<file path="config.mk">
export PLATFORM = sky130hd
export DESIGN_NAME = cfs_serial_if
export DESIGN_NICKNAME = d
export VERILOG_FILES = /design/src/cfs_pkg.sv /design/src/cfs_serial_if.sv /design/src/cfs_sync2.sv
export SDC_FILE = /design/constraint.sdc
export NUM_CORES = 2
export LEC_CHECK = 0
export BUFFER_PORTS_ARGS = -buffer_cell sky130_fd_sc_hd__clkbuf_2
export CAP_MARGIN = 20
export CORE_AREA = 8 8 497 499
export CTS_CLUSTER_DIAMETER = 100
export CTS_CLUSTER_SIZE = 20
export DETAILED_ROUTE_END_ITERATION = 8
export DIE_AREA = 0 0 505 507
export PLACE_DENSITY = 0.51
export RECOVER_POWER = 50
export SLEW_MARGIN = 20
export SYNTH_ARGS = -nofsm -noshare
export SYNTH_HDL_FRONTEND = slang
export SYNTH_SLANG_ARGS = --single-unit
</file>
<file path="constraint.sdc">
create_clock -name clk -period 4.3 [get_ports clk]
set_input_delay 0.645 -clock clk [delete_from_list [all_inputs] [get_ports clk]]
set_output_delay 0.645 -clock clk [all_outputs]
set_load 0.005 [all_outputs]
</file>
<file path="src/cfs_pkg.sv">
// Purpose: Shared constants for the cascadable frame serial interface
// Assumes: 100 MHz system clock
// Notes:   Frame layout is channel 48 first, command byte in the low 8 bits
package cfs_pkg;
   localparam int unsigned CFS_CHANNELS   = 48;
   localparam int unsigned CFS_FIELD_BITS = 12;
   localparam int unsigned CFS_CMD_BITS   = 8;
   localparam int unsigned CFS_FRAME_BITS = CFS_CHANNELS * CFS_FIELD_BITS + CFS_CMD_BITS;
   localparam int unsigned CFS_DATA_BITS  = CFS_CHANNELS * CFS_FIELD_BITS;
   localparam int unsigned CFS_COR_BITS   = 6;
   localparam int unsigned CFS_COR_ALL    = CFS_CHANNELS * CFS_COR_BITS;
   localparam int unsigned CFS_CNT_BITS   = 10;
   localparam int unsigned CFS_PWM_BITS   = 12;
   localparam int unsigned CFS_CH_IDX     = 6;
   localparam int unsigned CFS_ST_BITS    = 6;

   // Field positions inside one channel field of the status frame
   localparam int unsigned CFS_STAT_OL_POS  = 0;
   localparam int unsigned CFS_STAT_COR_POS = 6;
   // Field positions inside the status command slot
   localparam int unsigned CFS_STAT_CRD_POS = 0;
   localparam int unsigned CFS_STAT_PHS_POS = 1;
   localparam int unsigned CFS_STAT_SYC_POS = 2;
   localparam int unsigned CFS_STAT_OLT_POS = 3;
   localparam int unsigned CFS_STAT_CMD_POS = 4;

   // Command codes, upper nibble of the command byte
   localparam logic [3:0] CFS_CMD_UPD_SYNC  = 4'h0;
   localparam logic [3:0] CFS_CMD_UPD_ASYNC = 4'h1;
   localparam logic [3:0] CFS_CMD_CORR      = 4'h2;
   localparam logic [3:0] CFS_CMD_OUT_EN    = 4'h3;
   localparam logic [3:0] CFS_CMD_OUT_DIS   = 4'h4;
   localparam logic [3:0] CFS_CMD_SELFTEST  = 4'h5;
   localparam logic [3:0] CFS_CMD_PHASE     = 4'h6;
   localparam logic [3:0] CFS_CMD_CORR_TGL  = 4'h7;

   // Last self-test tick of each channel dwell in pwm clocks, last self-test channel, last frame bit
   localparam logic [CFS_ST_BITS-1:0] CFS_ST_LAST_TICK = 6'h3f;
   localparam logic [CFS_CH_IDX-1:0]  CFS_ST_LAST_CH   = 6'h2f;
   localparam logic [CFS_CNT_BITS-1:0] CFS_LAST_BIT    = 10'h247;

   // Timing
   localparam int unsigned CFS_CLK_NS        = 10;
   localparam int unsigned CFS_LATCH_MAX_NS  = 5000;
   localparam int unsigned CFS_BLANK_MIN_NS  = 50000;
   localparam int unsigned CFS_LATCH_MAX_CYC = CFS_LATCH_MAX_NS / CFS_CLK_NS;
   localparam int unsigned CFS_BLANK_CYC     = (CFS_BLANK_MIN_NS + CFS_CLK_NS - 1) / CFS_CLK_NS;
   localparam int unsigned CFS_TMR_BITS      = 16;

   typedef enum logic {CFS_ST_IDLE, CFS_ST_RUN} cfs_st_t;
endpackage

</file>
<file path="src/cfs_serial_if.sv">
// Purpose: Serial command-frame interface of a 48-channel PWM generator
// Assumes: Pins sampled by clk; serial and pwm clocks far slower than clk
// Notes:   Correction arithmetic and PWM comparators live elsewhere
// Notes on behaviour
// - PWM pins low except while self-test runs
// - Accept traffic after reset; data out low
// - Enable from disabled restarts PWM period
// - Frames 584 bits, channel 48 first, MSB first
// - Serial clock rise shifts data; last stage out
// - Latch captures command byte and executes it
// - Latch parallel-loads status frame for shifting
// - Status holds command nibble, flags, open-LED, corrections
// - Buffered serial clock copy drives out
// - Long latch high blanks outputs, resets all
// - No blank below maximum latch width
// - Every latch rise ends a frame
// - First clock after latch starts new frame
// - Sync error on clock-with-latch or misaligned latch
// - Sync error only reports, operation continues
// - Open-LED sampled per pwm clock, duplicated out except in self-test reports
// - Self-test walks channels, 64 pwm clocks each
// - Next status carries self-test results once
// - Only command upper nibble decoded
// - Latch high over 50 us resets chip
`timescale 1ns/1ns
module cfs_serial_if #(
   parameter int unsigned BLANK_CYCLES = cfs_pkg::CFS_BLANK_CYC
) (
   // System
   input  wire logic                                 clk,
   input  wire logic                                 rst_n,
   // Serial pins
   input  wire logic                                 latch_blank_pin,
   input  wire logic                                 serial_clock_in,
   input  wire logic                                 serial_data_in,
   output logic                                      serial_clock_out,
   output logic                                      serial_data_out,
   // PWM side pins
   input  wire logic                                 pwm_clock,
   input  wire logic                                 open_led_input,
   output logic [cfs_pkg::CFS_CHANNELS-1:0]          pwm_out,
   // PWM engine interface
   output logic                                      pwm_enable,
   output logic [cfs_pkg::CFS_PWM_BITS-1:0]          pwm_counter,
   output logic                                      pwm_period_start,
   output logic [cfs_pkg::CFS_DATA_BITS-1:0]         chan_data,
   output logic                                      update_sync_strobe,
   output logic                                      update_async_strobe,
   output logic [cfs_pkg::CFS_COR_ALL-1:0]           correction_values,
   // Status
   output logic                                      phase_shift_flag,
   output logic                                      correction_disable_flag,
   output logic                                      sync_error_flag,
   output logic                                      blank_active
);
   import cfs_pkg::*;

   logic [4:0]                pins_s;
   logic                      lb_s;
   logic                      sck_s;
   logic                      sdi_s;
   logic                      pck_s;
   logic                      ol_s;
   logic                      lb_d;
   logic                      sck_d;
   logic                      pck_d;
   logic [CFS_FRAME_BITS-1:0] frame_shift_register;
   logic [CFS_CNT_BITS-1:0]   bit_cnt;
   logic                      first_bit;
   logic                      cur_report;
   logic                      st_pending;
   logic [CFS_TMR_BITS-1:0]   high_tmr;
   logic                      ol_pwm;
   logic [CFS_CHANNELS-1:0]   st_res;
   logic [CFS_CH_IDX-1:0]     st_ch;
   logic [CFS_ST_BITS-1:0]    st_tick;
   cfs_st_t                   st_state;

   cfs_sync2 #(.WIDTH(5)) u_sync (
      .clk      (clk),
      .rst_n    (rst_n),
      .async_in ({latch_blank_pin, serial_clock_in, serial_data_in, pwm_clock,
                  open_led_input}),
      .sync_out (pins_s)
   );
   assign {lb_s, sck_s, sdi_s, pck_s, ol_s} = pins_s;

   // Edge detection on synchronised pins
   wire lat_rise = lb_s & ~lb_d;
   wire sck_rise = sck_s & ~sck_d;
   wire pck_rise = pck_s & ~pck_d;
   wire shift_en = sck_rise & ~lb_s;

   // Blank detection by a timer on clk, independent of the serial clock
   wire blank_hit = lb_s && (high_tmr >= CFS_TMR_BITS'(BLANK_CYCLES - 1));
   wire rst_all   = !rst_n || blank_hit;

   // Command decode: upper nibble only
   wire [3:0] cmd_byte_hi = frame_shift_register[7:4];
   wire       cmd_upd_s   = lat_rise && (cmd_byte_hi == CFS_CMD_UPD_SYNC);
   wire       cmd_upd_a   = lat_rise && (cmd_byte_hi == CFS_CMD_UPD_ASYNC);
   wire       cmd_corr    = lat_rise && (cmd_byte_hi == CFS_CMD_CORR);
   wire       cmd_en      = lat_rise && (cmd_byte_hi == CFS_CMD_OUT_EN);
   wire       cmd_dis     = lat_rise && (cmd_byte_hi == CFS_CMD_OUT_DIS);
   wire       cmd_st      = lat_rise && (cmd_byte_hi == CFS_CMD_SELFTEST);
   wire       cmd_phs     = lat_rise && (cmd_byte_hi == CFS_CMD_PHASE);
   wire       cmd_crd     = lat_rise && (cmd_byte_hi == CFS_CMD_CORR_TGL);

   // Sync error causes
   wire err_clk   = sck_rise & lb_s;
   wire err_align = lat_rise & (bit_cnt != '0);
   wire err_now   = err_clk | err_align;

   // Status frame image and open-LED duplication mask
   logic [CFS_FRAME_BITS-1:0] status_img;
   logic [CFS_FRAME_BITS-1:0] ol_mask;
   logic [CFS_FRAME_BITS-1:0] next_cor_src;

   genvar n;
   generate
      for (n = 0; n < CFS_CHANNELS; n++) begin : g_ch
         localparam int unsigned BASE = CFS_CMD_BITS + n * CFS_FIELD_BITS;
         assign status_img[BASE + CFS_FIELD_BITS - 1 : BASE] =
            {correction_values[n*CFS_COR_BITS +: CFS_COR_BITS], 5'h00,
             st_pending & st_res[n]};
         assign ol_mask[BASE + CFS_FIELD_BITS - 1 : BASE] = 12'h001;
         assign next_cor_src[BASE + CFS_FIELD_BITS - 1 : BASE] =
            frame_shift_register[BASE + CFS_FIELD_BITS - 1 : BASE];
      end
   endgenerate
   assign status_img[CFS_CMD_BITS-1:0] = {cmd_byte_hi, st_pending,
                                          sync_error_flag | err_now,
                                          phase_shift_flag,
                                          correction_disable_flag};
   assign ol_mask[CFS_CMD_BITS-1:0]      = 8'h00;
   assign next_cor_src[CFS_CMD_BITS-1:0] = 8'h00;

   // First shift of a frame other than a self-test report copies the open-LED sample into bit 0 of every channel field
   wire dup_ol = first_bit && !cur_report;
   wire [CFS_FRAME_BITS-1:0] shift_src =
      dup_ol ? ((frame_shift_register & ~ol_mask) | (ol_pwm ? ol_mask : '0))
             : frame_shift_register;

   // Edge history and buffered clock out
   always_ff @(posedge clk) begin
      if (!rst_n) begin
         lb_d             <= 1'b0;
         sck_d            <= 1'b0;
         pck_d            <= 1'b0;
         serial_clock_out <= 1'b0;
      end else begin
         lb_d             <= lb_s;
         sck_d            <= sck_s;
         pck_d            <= pck_s;
         serial_clock_out <= sck_s;
      end
   end

   // Latch high-time timer, cleared whenever the pin is low
   always_ff @(posedge clk) begin
      if (!rst_n || !lb_s) begin
         high_tmr <= '0;
      end else if (!blank_hit) begin
         high_tmr <= high_tmr + 1'b1;
      end
   end

   always_ff @(posedge clk) begin
      if (!rst_n) begin
         blank_active <= 1'b0;
      end else begin
         blank_active <= blank_hit;
      end
   end

   // Frame shift register
   always_ff @(posedge clk) begin
      if (rst_all) begin
         frame_shift_register <= '0;
      end else if (lat_rise) begin
         frame_shift_register <= status_img;
      end else if (shift_en) begin
         frame_shift_register <= {shift_src[CFS_FRAME_BITS-2:0], sdi_s};
      end
   end
   assign serial_data_out = frame_shift_register[CFS_FRAME_BITS-1];

   // Frame bit counter and first-bit marker
   always_ff @(posedge clk) begin
      if (rst_all) begin
         bit_cnt    <= '0;
         first_bit  <= 1'b1;
         cur_report <= 1'b0;
      end else if (lat_rise) begin
         bit_cnt    <= '0;
         first_bit  <= 1'b1;
         cur_report <= st_pending;
      end else if (shift_en) begin
         bit_cnt    <= (bit_cnt == CFS_LAST_BIT) ? '0 : bit_cnt + 1'b1;
         first_bit  <= 1'b0;
      end
   end

   // Sync error flag: set wins over the clear at status load
   always_ff @(posedge clk) begin
      if (rst_all) begin
         sync_error_flag <= 1'b0;
      end else if (err_now) begin
         sync_error_flag <= 1'b1;
      end else if (lat_rise) begin
         sync_error_flag <= 1'b0;
      end
   end

   // Command execution
   always_ff @(posedge clk) begin
      if (rst_all) begin
         chan_data               <= '0;
         update_sync_strobe      <= 1'b0;
         update_async_strobe     <= 1'b0;
         phase_shift_flag        <= 1'b0;
         correction_disable_flag <= 1'b0;
         st_pending              <= 1'b0;
      end else begin
         update_sync_strobe  <= cmd_upd_s;
         update_async_strobe <= cmd_upd_a;
         if (cmd_upd_s || cmd_upd_a) begin
            chan_data <= frame_shift_register[CFS_FRAME_BITS-1:CFS_CMD_BITS];
         end
         if (cmd_phs) begin
            phase_shift_flag <= ~phase_shift_flag;
         end
         if (cmd_crd) begin
            correction_disable_flag <= ~correction_disable_flag;
         end
         if (lat_rise) begin
            st_pending <= cmd_st;
         end
      end
   end

   // Correction values: low six bits of each channel field
   generate
      for (n = 0; n < CFS_CHANNELS; n++) begin : g_cor
         localparam int unsigned BASE = CFS_CMD_BITS + n * CFS_FIELD_BITS;
         always_ff @(posedge clk) begin
            if (rst_all) begin
               correction_values[n*CFS_COR_BITS +: CFS_COR_BITS] <= '0;
            end else if (cmd_corr) begin
               correction_values[n*CFS_COR_BITS +: CFS_COR_BITS] <=
                  next_cor_src[BASE +: CFS_COR_BITS];
            end
         end
      end
   endgenerate

   // Output enable and pwm period counter
   always_ff @(posedge clk) begin
      if (rst_all) begin
         pwm_enable       <= 1'b0;
         pwm_counter      <= '0;
         pwm_period_start <= 1'b0;
      end else begin
         pwm_period_start <= pwm_enable && !cmd_dis && pck_rise && (pwm_counter == '0);
         if (cmd_en && !pwm_enable) begin
            pwm_enable  <= 1'b1;
            pwm_counter <= '0;
         end else if (cmd_dis) begin
            pwm_enable  <= 1'b0;
            pwm_counter <= '0;
         end else if (pwm_enable && pck_rise) begin
            pwm_counter <= pwm_counter + 1'b1;
         end
      end
   end

   // Open-LED sample on every pwm clock rise
   always_ff @(posedge clk) begin
      if (rst_all) begin
         ol_pwm <= 1'b1;
      end else if (pck_rise) begin
         ol_pwm <= ol_s;
      end
   end

   // Self-test walk over channels
   wire st_step = (st_state == CFS_ST_RUN) && pck_rise;
   wire st_last = st_tick == CFS_ST_LAST_TICK;

   always_ff @(posedge clk) begin
      if (rst_all) begin
         st_state <= CFS_ST_IDLE;
         st_ch    <= '0;
         st_tick  <= '0;
      end else begin
         unique case (st_state)
            CFS_ST_IDLE: begin
               if (cmd_st) begin
                  st_state <= CFS_ST_RUN;
                  st_ch    <= '0;
                  st_tick  <= '0;
               end
            end
            CFS_ST_RUN: begin
               if (st_step) begin
                  st_tick <= st_tick + 1'b1;
                  if (st_last) begin
                     st_ch <= st_ch + 1'b1;
                     if (st_ch == CFS_ST_LAST_CH) begin
                        st_state <= CFS_ST_IDLE;
                     end
                  end
               end
            end
         endcase
      end
   end

   // Result capture at the last tick of each channel dwell
   generate
      for (n = 0; n < CFS_CHANNELS; n++) begin : g_res
         always_ff @(posedge clk) begin
            if (rst_all || cmd_st) begin
               st_res[n] <= 1'b0;
            end else if (st_step && st_last && (st_ch == CFS_CH_IDX'(n))) begin
               st_res[n] <= ol_s;
            end
         end
      end
   endgenerate

   // PWM pins: only the self-test drives them here
   always_ff @(posedge clk) begin
      if (rst_all || st_state == CFS_ST_IDLE) begin
         pwm_out <= '0;
      end else begin
         pwm_out <= CFS_CHANNELS'(1) << st_ch;
      end
   end
endmodule // cfs_serial_if

</file>
<file path="src/cfs_sync2.sv">
// Purpose: Two-flop synchroniser for a group of level inputs
// Assumes: Inputs come from outside the clk domain
// Notes:   First stage is read only by the second stage
`timescale 1ns/1ns
module cfs_sync2 #(
   parameter int unsigned WIDTH = 1
) (
   // System
   input  wire logic             clk,
   input  wire logic             rst_n,
   // Data
   input  wire logic [WIDTH-1:0] async_in,
   output logic      [WIDTH-1:0] sync_out
);
   logic [WIDTH-1:0] stage1;

   always_ff @(posedge clk) begin
      if (!rst_n) begin
         stage1   <= '0;
         sync_out <= '0;
      end else begin
         stage1   <= async_in;
         sync_out <= stage1;
      end
   end
endmodule // cfs_sync2

</file>
======== Word-level counts from Yosys, hierarchy flattened ========
Cells that the tools add are included.
storage, ports and cells
  register bits ........................... 1620
  bits of input ports ..................... 7
  output and inout port bits .............. 934
  word-level logic and storage cells ...... 362
operators by class
  $add $sub $neg .......................... 5
  order comparisons ....................... 1
  equal/unequal tests ..................... 59
  shifts and indexed selects .............. 1
  multiplexer cells ....................... 20
  bitwise operators ....................... 65
  reductions and logical operators ........ 87
operators by type and width
  operator                                                                                number
  584-bit 2-to-1 mux                                                                      2
  583-bit 2-to-1 mux                                                                      1
  583-bit by 573-bit OR with 583-bit output                                               1
  573-bit 2-to-1 mux                                                                      1
  6-bit equality test (second input constant)                                             17
  6-bit by 5-bit equality test with 1-bit output (second input constant)                  16
  1-bit logical AND                                                                       65
  1-bit bitwise AND                                                                       54
  6-bit by 4-bit equality test with 1-bit output (second input constant)                  8
  1-bit by 6-bit left shift with 48-bit output (first input constant)                     1
  6-bit by 3-bit equality test with 1-bit output (second input constant)                  4
  6-bit 2-to-1 mux                                                                        4
  6-bit case mux with 2 select lines                                                      2
  16-bit by 1-bit adder with 16-bit output (second input constant)                        1
  4-bit by 3-bit equality test with 1-bit output (second input constant)                  4
  16-bit by 13-bit greater-or-equal comparator with 1-bit output (second input constant)  1
  12-bit by 1-bit adder with 12-bit output (second input constant)                        1
  6-bit by 1-bit adder with 6-bit output (second input constant)                          2
  6-bit by 2-bit equality test with 1-bit output (second input constant)                  2
  12-bit zero test                                                                        1
  10-bit by 1-bit adder with 10-bit output (second input constant)                        1
  10-bit equality test (second input constant)                                            1
  10-bit 2-to-1 mux                                                                       1
  10-bit nonzero test                                                                     1
  18 further kinds                                                                        46

======== Longest topological paths before layout ========
  word-level depth ........................ 7
  mapped depth ............................ 8
  mapped depth without buffers ............ 6

======== Cells and area by module ========
A second synthesis with hierarchy kept.
second synthesis, totals
  cell total of the unflattened synthesis .. 6872
  area, all modules ....................... 61706.7 sq um
modules (own cells, without submodules)
  module         times used  cells an instance  area each (sq um)  sequential area each (sq um)
  cfs_serial_if  1           6852               61443.9            32230.9
  cfs_sync2      1           20                 262.8              200.2

======== Worst setup path before layout ========
OpenSTA, ideal clock, no wires.
  path type ............................... register to register
  from .................................... reg high_tmr[0]
  to ...................................... reg first_bit
  setup time .............................. 120 ps
  arrival ................................. 1817 ps
  data required time ...................... 4180 ps
  path slack .............................. 2363 ps
  cell stages (with the launch flop) ...... 8
  buffers on the path ..................... 2
  period minus slack after synthesis ...... 1937 ps
  path through ............................ dfxtp_1 > ha_1 > a211o_1 > o211ai_4 > a21oi_1 > buf_2 > buf_6 > a211o_1
between the ends
  cells in the longest elaborated chain, start to end .. 4
RTL lines
  item                                                            line                  RTL
  start: declaration                                              cfs_serial_if.sv:72   logic [CFS_TMR_BITS-1:0] high_tmr;
  start signal: assignment                                        cfs_serial_if.sv:164  high_tmr <= high_tmr + 1'b1;
  16-bit by 13-bit greater-or-equal comparator with 1-bit output  cfs_serial_if.sv:95   wire blank_hit = lb_s && (high_tmr >= CFS_TMR_BITS'(BLANK_CYCLES - 1));
  1-bit logical AND                                               cfs_serial_if.sv:95
  1-bit logical OR                                                cfs_serial_if.sv:96   wire rst_all = !rst_n || blank_hit;
  2-bit OR reduction (no source line)                             n/a
  end signal: assignment                                          cfs_serial_if.sv:192  first_bit <= 1'b1;
  end signal: assignment                                          cfs_serial_if.sv:196  first_bit <= 1'b1;
  end signal: assignment                                          cfs_serial_if.sv:200  first_bit <= 1'b0;
  end: declaration                                                cfs_serial_if.sv:69   logic first_bit;
No other way between the ends.
A chain may end at the register's enable or synchronous reset.

======== Final worst setup path ========
  from .................................... reg high_tmr[15]
  to ...................................... reg correction_values[134] (netlist name)
between the ends
  cells in the longest elaborated chain, start to end .. 3
RTL lines
  item                                                            line                  RTL
  16-bit by 13-bit greater-or-equal comparator with 1-bit output  cfs_serial_if.sv:95
  1-bit logical AND                                               cfs_serial_if.sv:95
  1-bit logical OR                                                cfs_serial_if.sv:96
  end signal: indexed assignment                                  cfs_serial_if.sv:250  correction_values[n*CFS_COR_BITS +: CFS_COR_BITS] <=
  end: declaration                                                cfs_serial_if.sv:49   output logic [cfs_pkg::CFS_COR_ALL-1:0] correction_values,
No other way between the ends.

==> flow_metrics.tcl <==
set metrics [dict create \
    finalClockSkew_ns 0.0532 \
    critPathMaxStageDelay_ns 1.07 \
    cap_violations 3 \
    critPathLaunch "high_tmr[15]" \
    worstPathCellList "or3_1 -> a21boi_0 -> nand2_4 -> buf_4 -> a21oi_1" \
    rows 180 \
    dieArea_um2 256000 \
    areaGrowthSynthToFinish_pct 14.7 \
    startpoint_type "register" \
    die_width_um 505 \
    cts_buffer_depth 3 \
    start_util_pct 24.8 \
    synth_top_area_share_pct 54.6 \
    clockRootBuffer "clkbuf_16" \
    avgViaCountPerCell 4.82 \
    yosys.area.top_type "dfxtp_1" \
    slew_headroom_pct -23.9 \
    wl_per_cell_um 22.0 \
    netlist_area_um2 59400 \
    fin_setup_tns_ns 0 \
    required_ns 4.97 \
    synthArstFlopShare_pct 0 \
    grt_pass1_wl_mm 342 \
    cts_tree "yes" \
    drt_iter0_drc 4279 \
    drc_errors 0 \
    synth_cell_types 61 \
    slowest_stage "a21boi_0" \
    syn_nets 6868 \
    ir_drop_mv 0.279 \
    synthCells 6849 \
    cp_max_fo 140 \
    synth_warnings 0 \
    fmax_mhz 282 \
    rsz0062_at_grt "false" \
    p_clk_share_pct 37.4 \
    num_vias 51300 \
    ios 941 \
    finish.net_count 7439 \
    hold_path.class "input port to register" \
    grt_use_total_pct 17.2 \
    worstSetupEndpointType "register" \
    crit_buf_inv 1 \
    portBuffers 940 \
    cts_made_buffers 96 \
    layout_commonest_cell "nand2_1" \
    fill_cells 26200 \
    timing.rr.start "high_tmr[15]" \
    fin_crit_sh_pct 82.6 \
    p_per_area_nw_per_um2 375 \
    grt_pass1_vias 49000 \
    htreeDepth 3 \
    worstSetupPathType "register to register" \
    switching_power_w 0.00621 \
    synth_edf_count 0 \
    layout-drive-gt1-share_pct 7.23 \
    swShare_pct 24.3 \
    placedCellCount 10500 \
    synth_seq_area_share_pct 54.6 \
    synth_ff_type "dfxtp_1" \
    power.internal_w 0.0194 \
    clkSlewWorstSetupHoldPaths_ns 0.09 \
    synth_area_leaders "dfxtp_1, nand2_1, a21oi_1" \
    slew_violations 197 \
    dr.pass1.iters 9 \
    antenna_found_initial 10 \
    crit_family "compound AO/OA/AOI/OAI gates" \
    p_leak_nw 20.6 \
    violations "capacitance limit, slew limit" \
    grt_overflow 0 \
    gp_congestion 0.837 \
    min-delay-start "serial_data_in" \
    synth.avg_cell_area_um2 8.67 \
    ant_nets 0 \
    dp_hpwl_mm 163 \
    core_area_um2 239000 \
    grt_max_degree 192 \
    ys_ff_latch 1620 \
    p_total_w 0.0256 \
    fin_cells 10600 \
    worst_ep_arrival_time_ns 4.22 \
    finalHoldViolCount 0 \
    combPwrFrac_pct 3.7 \
    p_seq_share_pct 58.9 \
    cts_resized 0 \
    setup_violations 0 \
    worst_slew_pin_slew_ns 1.86 \
    insertion_delay_ns 0.78 \
    clock-sinks 1620 \
    fin_hold_ws_ns 0.115 \
    min_period_ns 3.55 \
    wl_mm 234 \
    final_cell_mix "nand2_1, dfxtp_1, a21oi_1" \
    outcome "complete, but fails checks" \
    die_h_um 507 \
]
## final timing paths
kind,to,slack [ns],cells past startpoint
setup / recovery,correction_values[134],0.75,5
hold / removal,u_sync.stage1[2],0.11,2
setup reg to reg,correction_values[134],0.75,5
hold reg to reg,u_sync.sync_out[4],0.44,1
## cell families (layout without fill, tap and decap cells)
logic type | Yosys count | after routing | share of synthesized area, %
and+or+nand+nor | 2691 | 2691 | 20.4
buffers and inverters | 601 | 1191 | 4.76
xor gates and xnor gates | 22 | 22 | 0.324
adders and majority gates | 12 | 12 | 0.253
DFF | 1620 | 1620 | 54.6
muxes | 195 | 195 | 3.29
other | 0 | 3 | 0
AOI/OAI and AO/OA | 1708 | 1708 | 16.4
## power groups by stage
| stage | Clock, W | Combinational (W) | Sequential (W) |
|---|---|---|---|
| floorplan | 0 | 0.000674 | 0.0154 |
| global placement | 0 | 0.000969 | 0.0154 |
| detailed placement | 0 | 0.000974 | 0.0154 |
| CTS | 0.00996 | 0.000978 | 0.0151 |
| global route | 0.0104 | 0.00101 | 0.0151 |
| finish | 0.00956 | 0.000947 | 0.0151 |
## stage by stage
stage | setup slack [ns] | util [%] | area, um2
after global placement | 1.39 | 27.9 | 66800
after global routing | 0.555 | 28.5 | 68200
after CTS | 1.31 | 29.1 | 69600
after detailed placement | 1.31 | 27.9 | 66800
final | 0.748 | 28.5 | 68200
after floorplan | 2.36 | - | 59400
## layout make-up
type / count / area, um2 / area share (%)
timing repair buffer: 1058 / 5020 / 7.36
tap: 3185 / 3990 / 5.85
clock inverter: 20 / 256 / 0.376
clock buffer: 97 / 2430 / 3.56
multi-input combinational: 4628 / 24000 / 35.2
inverter: 16 / 60.1 / 0.0881
antenna: 3 / 7.51 / 0.0110
sequential: 1620 / 32400 / 47.6
## timing repair
item | in CTS | in global routing
hold endpoints to repair | 4 | 0
endpoints found under the setup margin | 0 | 0
hold buffers | 4 | 0
buffers inserted | 0 | 0
## cells in the mapped netlist (all sizes together), types with 3 or more instances
cell    number
nand2     2075
dfxtp     1620
a21oi     1276
clkbuf     371
a22oi      290
nor3       261
buf        214
mux2i      194
nor2       122
o21ai       63
nor4        60
nand4       52
a222oi      48
nand3       42
and2        17
inv         16
xnor2       15
and3        12
ha          12
or3         12
nor2b        8
xor2         7
a31oi        5
and4         5
nor4b        5
o31ai        5
or4          5
nand2b       4
a211oi       3
nand3b       3
## sequential cells by signal, indices dropped and copies added (netlist names), 5 cells and up
register	cells
st_ch	6
pwm_out	48
correction_values	288
frame_shift_register	584
st_tick	6
u_sync.stage1	5
pwm_counter	12
high_tmr	16
u_sync.sync_out	5
st_res	48
bit_cnt	10
chan_data	576
## routing by layer
metal  part of all wire [%]  vias up  routed length, um  track usage (%)
li1                       -    24300                  -                -
met1                     44    25100             102000             22.3
met2                     45     1552             106000             27.7
met3                    7.3      291              17000             4.48
met4                    3.9        0               9060             6.33
met5                      0        -                  0                0
Power figures use the tool's default switching activity.
